$ cat src/rotret_pkg.sv
// What this block does
// - Left rotate (opcode 00_1101) shifts file register left through carry, one cycle.
// - Destination bit 0 writes working register; 1 writes the file register back.
// - Instruction holds 7-bit file address and destination bit in its low bits.
// - Literal return: decode, read literal, idle, then write W and pop in phase four.
// - Literal return reloads program counter from top stack entry, literal into W.
// - Returns take two cycles; second cycle is idle while the pipeline refills.
package rotret_pkg;
	localparam int INSN_W = 14;
	localparam int DATA_W = 8;
	localparam int FADDR_W = 7;
	localparam int PCNT_W = 13;
	localparam int DEST_BIT = 7;
	localparam int OP_HI = 13;
	localparam int OP_LO = 8;
	localparam logic [5:0] ROT_LEFT_CODE = 6'h0D;
	localparam logic [5:0] ROT_RIGHT_CODE = 6'h0C;
	localparam logic [3:0] LIT_RET_CODE = 4'hD;
	localparam int RET_OP_HI = 13;
	localparam int RET_OP_LO = 10;
	localparam logic [1:0] PH_Q1 = 2'h0;
	localparam logic [1:0] PH_Q2 = 2'h1;
	localparam logic [1:0] PH_Q3 = 2'h2;
	localparam logic [1:0] PH_Q4 = 2'h3;

	typedef enum {ST_EXEC, ST_FLUSH} exec_state_e;

	typedef struct packed {
		logic wr_w;
		logic wr_f;
		logic [FADDR_W-1:0] faddr;
		logic [DATA_W-1:0] data;
		logic wr_c;
		logic carry;
	} wb_s;

	typedef struct packed {
		logic pop;
		logic load;
		logic [PCNT_W-1:0] target;
	} jump_s;
endpackage : rotret_pkg

$ cat src/rotate_and_return_exec.sv
`timescale 1ns/1ps
module rotate_and_return_exec
	import rotret_pkg::*;
(
	// Clock, reset and enable.
	input wire logic CLK_SYS,
	input wire logic RST,
	input wire logic CE,
	// Instruction phase and word.
	input wire logic [1:0] PHASE,
	input wire logic [INSN_W-1:0] INSN,
	// Operands from the core.
	input wire logic [DATA_W-1:0] FILE_RDATA,
	input wire logic CARRY_IN,
	input wire logic [PCNT_W-1:0] TOP_STACK_ENTRY,
	// Results.
	output wb_s WB,
	output jump_s PCU,
	output logic BUSY,
	output logic [FADDR_W-1:0] FILE_RADDR
);

	// Decoded fields of the latched word.
	logic [OP_HI-OP_LO:0] op_field;
	logic [RET_OP_HI-RET_OP_LO:0] ret_field;
	logic is_rot_left;
	logic is_rot_right;
	logic is_rot;
	logic is_lit_ret;
	logic dest_is_file;
	logic [FADDR_W-1:0] faddr_field;
	logic [DATA_W-1:0] lit_field;

	// Phase strobes.
	logic in_exec;
	logic take_q1;
	logic take_q2;
	logic take_q4;
	logic flush_q4;

	// Rotate datapath.
	logic [DATA_W-1:0] rot_data;
	logic rot_carry;

	// State and result registers.
	exec_state_e state_reg;
	exec_state_e state_next;
	logic [INSN_W-1:0] insn_reg;
	logic [DATA_W-1:0] opnd_reg;
	logic [DATA_W-1:0] lit_reg;
	logic wr_w_reg;
	logic wr_f_reg;
	logic wr_c_reg;
	logic [FADDR_W-1:0] faddr_reg;
	logic [DATA_W-1:0] data_reg;
	logic carry_reg;
	logic pop_reg;
	logic load_reg;
	logic [PCNT_W-1:0] target_reg;

	assign op_field = insn_reg[OP_HI:OP_LO];
	assign ret_field = insn_reg[RET_OP_HI:RET_OP_LO];
	assign is_rot_left = (op_field == ROT_LEFT_CODE);
	assign is_rot_right = (op_field == ROT_RIGHT_CODE);
	assign is_rot = is_rot_left || is_rot_right;
	// The top four bits must match exactly, or the literal move would pop the stack too.
	assign is_lit_ret = (ret_field == LIT_RET_CODE);
	assign dest_is_file = insn_reg[DEST_BIT];
	assign faddr_field = insn_reg[FADDR_W-1:0];
	assign lit_field = insn_reg[DATA_W-1:0];

	// The flush cycle ignores its word, so the take strobes below wait for the execute state; flush_q4 fires only in the flush state.
	assign in_exec = (state_reg == ST_EXEC);
	assign take_q1 = CE && (PHASE == PH_Q1) && in_exec;
	assign take_q2 = CE && (PHASE == PH_Q2) && in_exec;
	assign take_q4 = CE && (PHASE == PH_Q4) && in_exec;
	assign flush_q4 = CE && (PHASE == PH_Q4) && !in_exec;

	always_comb begin
		rot_data = '0;
		rot_carry = 1'b0;
		if (is_rot_left) begin
			rot_data = {opnd_reg[DATA_W-2:0], CARRY_IN};
			rot_carry = opnd_reg[DATA_W-1];
		end else if (is_rot_right) begin
			rot_data = {CARRY_IN, opnd_reg[DATA_W-1:1]};
			rot_carry = opnd_reg[0];
		end
	end

	always_comb begin
		state_next = state_reg;
		case (state_reg)
			ST_EXEC: begin
				if (take_q4 && is_lit_ret) begin
					state_next = ST_FLUSH;
				end
			end
			ST_FLUSH: begin
				if (flush_q4) begin
					state_next = ST_EXEC;
				end
			end
			default: begin
				state_next = ST_EXEC;
			end
		endcase
	end

	always_ff @(posedge CLK_SYS) begin
		if (RST) begin
			state_reg <= ST_EXEC;
		end else if (CE) begin
			state_reg <= state_next;
		end
	end

	always_ff @(posedge CLK_SYS) begin
		if (RST) begin
			insn_reg <= '0;
		end else if (take_q1) begin
			insn_reg <= INSN;
		end
	end

	always_ff @(posedge CLK_SYS) begin
		if (RST) begin
			opnd_reg <= '0;
		end else if (take_q2) begin
			opnd_reg <= FILE_RDATA;
		end
	end

	always_ff @(posedge CLK_SYS) begin
		if (RST) begin
			lit_reg <= '0;
		end else if (take_q2) begin
			lit_reg <= lit_field;
		end
	end

	// Write strobes are one-clock pulses launched by the Q4 edge.
	always_ff @(posedge CLK_SYS) begin
		if (RST) begin
			wr_w_reg <= 1'b0;
		end else if (CE) begin
			wr_w_reg <= take_q4 && ((is_rot && !dest_is_file) || is_lit_ret);
		end
	end

	always_ff @(posedge CLK_SYS) begin
		if (RST) begin
			wr_f_reg <= 1'b0;
		end else if (CE) begin
			wr_f_reg <= take_q4 && is_rot && dest_is_file;
		end
	end

	always_ff @(posedge CLK_SYS) begin
		if (RST) begin
			wr_c_reg <= 1'b0;
		end else if (CE) begin
			wr_c_reg <= take_q4 && is_rot;
		end
	end

	always_ff @(posedge CLK_SYS) begin
		if (RST) begin
			faddr_reg <= '0;
		end else if (take_q4 && is_rot) begin
			faddr_reg <= faddr_field;
		end
	end

	always_ff @(posedge CLK_SYS) begin
		if (RST) begin
			data_reg <= '0;
		end else if (take_q4) begin
			if (is_rot) begin
				data_reg <= rot_data;
			end else if (is_lit_ret) begin
				data_reg <= lit_reg;
			end
		end
	end

	always_ff @(posedge CLK_SYS) begin
		if (RST) begin
			carry_reg <= 1'b0;
		end else if (take_q4 && is_rot) begin
			carry_reg <= rot_carry;
		end
	end

	// The stack pop and the counter reload pulse in the first clock of the idle second cycle, launched by the Q4 edge.
	always_ff @(posedge CLK_SYS) begin
		if (RST) begin
			pop_reg <= 1'b0;
		end else if (CE) begin
			pop_reg <= take_q4 && is_lit_ret;
		end
	end

	always_ff @(posedge CLK_SYS) begin
		if (RST) begin
			load_reg <= 1'b0;
		end else if (CE) begin
			load_reg <= take_q4 && is_lit_ret;
		end
	end

	always_ff @(posedge CLK_SYS) begin
		if (RST) begin
			target_reg <= '0;
		end else if (take_q4 && is_lit_ret) begin
			target_reg <= TOP_STACK_ENTRY;
		end
	end

	assign WB.wr_w = wr_w_reg;
	assign WB.wr_f = wr_f_reg;
	assign WB.faddr = faddr_reg;
	assign WB.data = data_reg;
	assign WB.wr_c = wr_c_reg;
	assign WB.carry = carry_reg;
	assign PCU.pop = pop_reg;
	assign PCU.load = load_reg;
	assign PCU.target = target_reg;
	assign BUSY = (state_reg == ST_FLUSH);
	assign FILE_RADDR = faddr_field;

endmodule : rotate_and_return_exec

$ cat config.mk
export PLATFORM = sky130hd
export DESIGN_NAME = rotate_and_return_exec
export DESIGN_NICKNAME = d
export VERILOG_FILES = /design/src/rotret_pkg.sv /design/src/rotate_and_return_exec.sv
export SDC_FILE = /design/constraint.sdc
export NUM_CORES = 1
export LEC_CHECK = 0
export BUFFER_PORTS_ARGS = -buffer_cell sky130_fd_sc_hd__buf_4
export CORE_ASPECT_RATIO = 1.75
export CORE_MARGIN = 10
export CORE_UTILIZATION = 51
export CTS_CLUSTER_DIAMETER = 40
export DETAILED_ROUTE_END_ITERATION = 7
export PLACE_DENSITY = 0.8
export REMOVE_ABC_BUFFERS = 1
export SYNTH_ARGS = -nofsm -noshare
export SYNTH_HDL_FRONTEND = slang
export SYNTH_SLANG_ARGS = --single-unit
$ cat constraint.sdc
create_clock -name CLK_SYS -period 3.5 [get_ports CLK_SYS]
set_input_delay 0.525 -clock CLK_SYS [delete_from_list [all_inputs] [get_ports CLK_SYS]]
set_output_delay 0.525 -clock CLK_SYS [all_outputs]
set_load 0.02 [all_outputs]
==> reports/metrics.yaml <==
drv_slew: 0
hold_ws_ns: 0.421
worstPathRequired_ns: 3.78
ant_nets: 0
ir_worst_vdd_uv: 377
fin_worst_skew_ns: 0.00734
yosysSeqAreaShare_pct: 48.4
syn_area_per_cell_um2: 9.53
grt_use_total_pct: 15.0
largest_reg_flops: 14
synth_cells: 278
wl_per_cell_um: 15.8
yosys_warnings: 0
seq_power_share_pct: 51.9
cts_root_buf: "clkbuf_8"
synthDistinctLibCells: 29
cts_hold_buf: 0
diodes: 0
gp_congestion: 0.763
synth_area_mm2: 0.00265
clkPwrFrac_pct: 42.0
chipWidth_um: 74.5
crit_slowest_cell: "nand3_1"
initial_core_util_pct: 52.8
synth.top_cells.by_count: "64 x dfxtp_1, 62 x nand2_1, 34 x a21oi_1"
critPathKind: "reg2reg"
worst_pin_slew_ns: 0.877
multi_input_area_mm2: 0.00117
path_cells: "nor4b_4 > nand3_1 > o221a_1 > nor2_2"
ios: 83
synth_edf_count: 0
period_needed_ns: 1.78
area.growth.synth_to_final_pct: 25.5
cts_tree: "done"
cp_max_fo: 10
synth_ff_type: "dfxtp_1"
cap_violations: 0
switchingPower_uw: 315
p_int_mw: 1.12
synth-async-reset-ratio_pct: 0
seqCellArea_mm2: 0.00128
arrival_ns: 2.06
hold_violations: 0
io_buffers: 82
htreeDepth: 3
clk_pin_slew_ns: 0.07
firstDrtPassIters: 4
cp_num_buf_inv: 0
num-fill-cells: 429
place_hpwl_um: 4700
drc: 0
finalSetupViolations: 0
rsz0062_at_grt: "no"
fin_crit_sh_pct: 50.9
wl_um: 6310
tns_ns: 0
synth_area_leaders: "dfxtp_1 48%, mux2i_1 11%, nand2_1 8.8%, a21oi_1 6.4%, o2bb2ai_2 4.5%"
yosysTopAreaCellShare_pct: 48.4
drive_above_1_share_pct: 34.5
synth.most_common_cell: "dfxtp_1"
startpoint_type: "register"
dr_total_vias: 2067
switching_share_pct: 21.9
clock_sinks: 64
die-area_mm2: 0.00859
postCtsSetupBuffers: 0
p_comb_share_pct: 6.0
grt_pass1_wl_um: 9890
clockBufferDepth: 2
fin_nets: 382
rows: 34
ys_ff_latch: 64
clock_latency_ns: 0.34
yosysTopAreaCell: "dfxtp_1"
grt_max_degree: 59
max_freq_mhz: 562
fp.dieH_um: 115
p_leak_nw: 1.56
cts_inserted_buffers: 9
cp-end-kind: "register"
overflow: 0
antenna_found_initial: 0
first_iter_violations: 137
cp_slowest_stage_delay_ns: 0.51
via_per_inst: 5.18
min_path_type: "in2reg"
core-area_mm2: 0.00502
grt_pass1_vias: 2083
cp_top_family: "simple AND/OR/NAND/NOR gates"
status: "completed"
power_density_mw_per_mm2: 433
relSlewSlack_pct: 41.4
fin_util_pct: 66.2
post_cts_resized: 0
power by group through the flow:
stage / Clock [mW] / Sequential, mW / Combinational (mW)
2_1_floorplan: 0 / 0.764 / 0.0280
5_1_grt: 0.648 / 0.748 / 0.0944
3_5_place_dp: 0 / 0.763 / 0.0877
3_3_place_gp: 0 / 0.763 / 0.0856
6_report: 0.605 / 0.747 / 0.0865
4_1_cts: 0.614 / 0.747 / 0.0880
per-layer routing:
layer	vias to the layer above	track usage (%)	share of wire, %
li1	1042	-	-
met1	963	14.5	37
met2	53	26.3	54
met3	9	6.13	6.9
met4	0	7.23	2.0
met5	-	0	0
cells by family (layout without fill, tap and decap cells):
| logic type | after synthesis | in the layout | synth area share, % |
|---|---|---|---|
| flip-flops | 64 | 64 | 48.4 |
| multiplexers | 38 | 38 | 14.8 |
| buffers and inverters | 31 | 98 | 7.46 |
| AO/OA/AOI/OAI | 44 | 44 | 11.9 |
| AND/OR/NAND/NOR | 101 | 101 | 17.5 |
cells in the final DEF, fill, tap and decap left out, types with 2 or more instances in the layout:
cell	count
buf_4	82
dfxtp_1	64
nand2_1	62
a21oi_1	34
mux2i_1	29
nor2_1	21
clkbuf_8	10
mux2_2	9
o2bb2ai_2	8
nand2b_1	4
clkinv_2	3
nand3_1	2
per-stage QoR:
stage	worst slack [ns]	instances	power (mW)	instance area, um^2
final	1.72	399	1.44	3320
after floorplan	1.83	248	0.792	2450
after detailed placement	1.45	384	0.851	3140
after CTS	1.69	399	1.45	3320
after global placement	1.51	384	0.849	3140
after global routing	1.60	399	1.49	3320
worst min-delay path, stage by stage:
cell	delay (ns)
buf_4	0.08
mux2i_1	0.05
nor2_1	0.07
worst paths after layout:
path	from	to	slack (ns)	cells past startpoint
max	insn_reg[13]	wr_w_reg	1.72	4
min	TOP_STACK_ENTRY[4]	target_reg[4]	0.42	3
max reg2reg	insn_reg[13]	wr_w_reg	1.72	4
min reg2reg	lit_reg[3]	lit_reg[3]	0.46	2
final cells by class:
cell class	instances	share of cell area, %
Clock inverter	4	1.35
Sequential cell	64	38.5
Inverter	1	0.113
Clock buffer	11	4.25
Tap cell	54	2.03
Multi-Input combinational cell	183	35.2
Timing Repair Buffer	82	18.5
No activity file was read; power rests on OpenSTA's default activity.
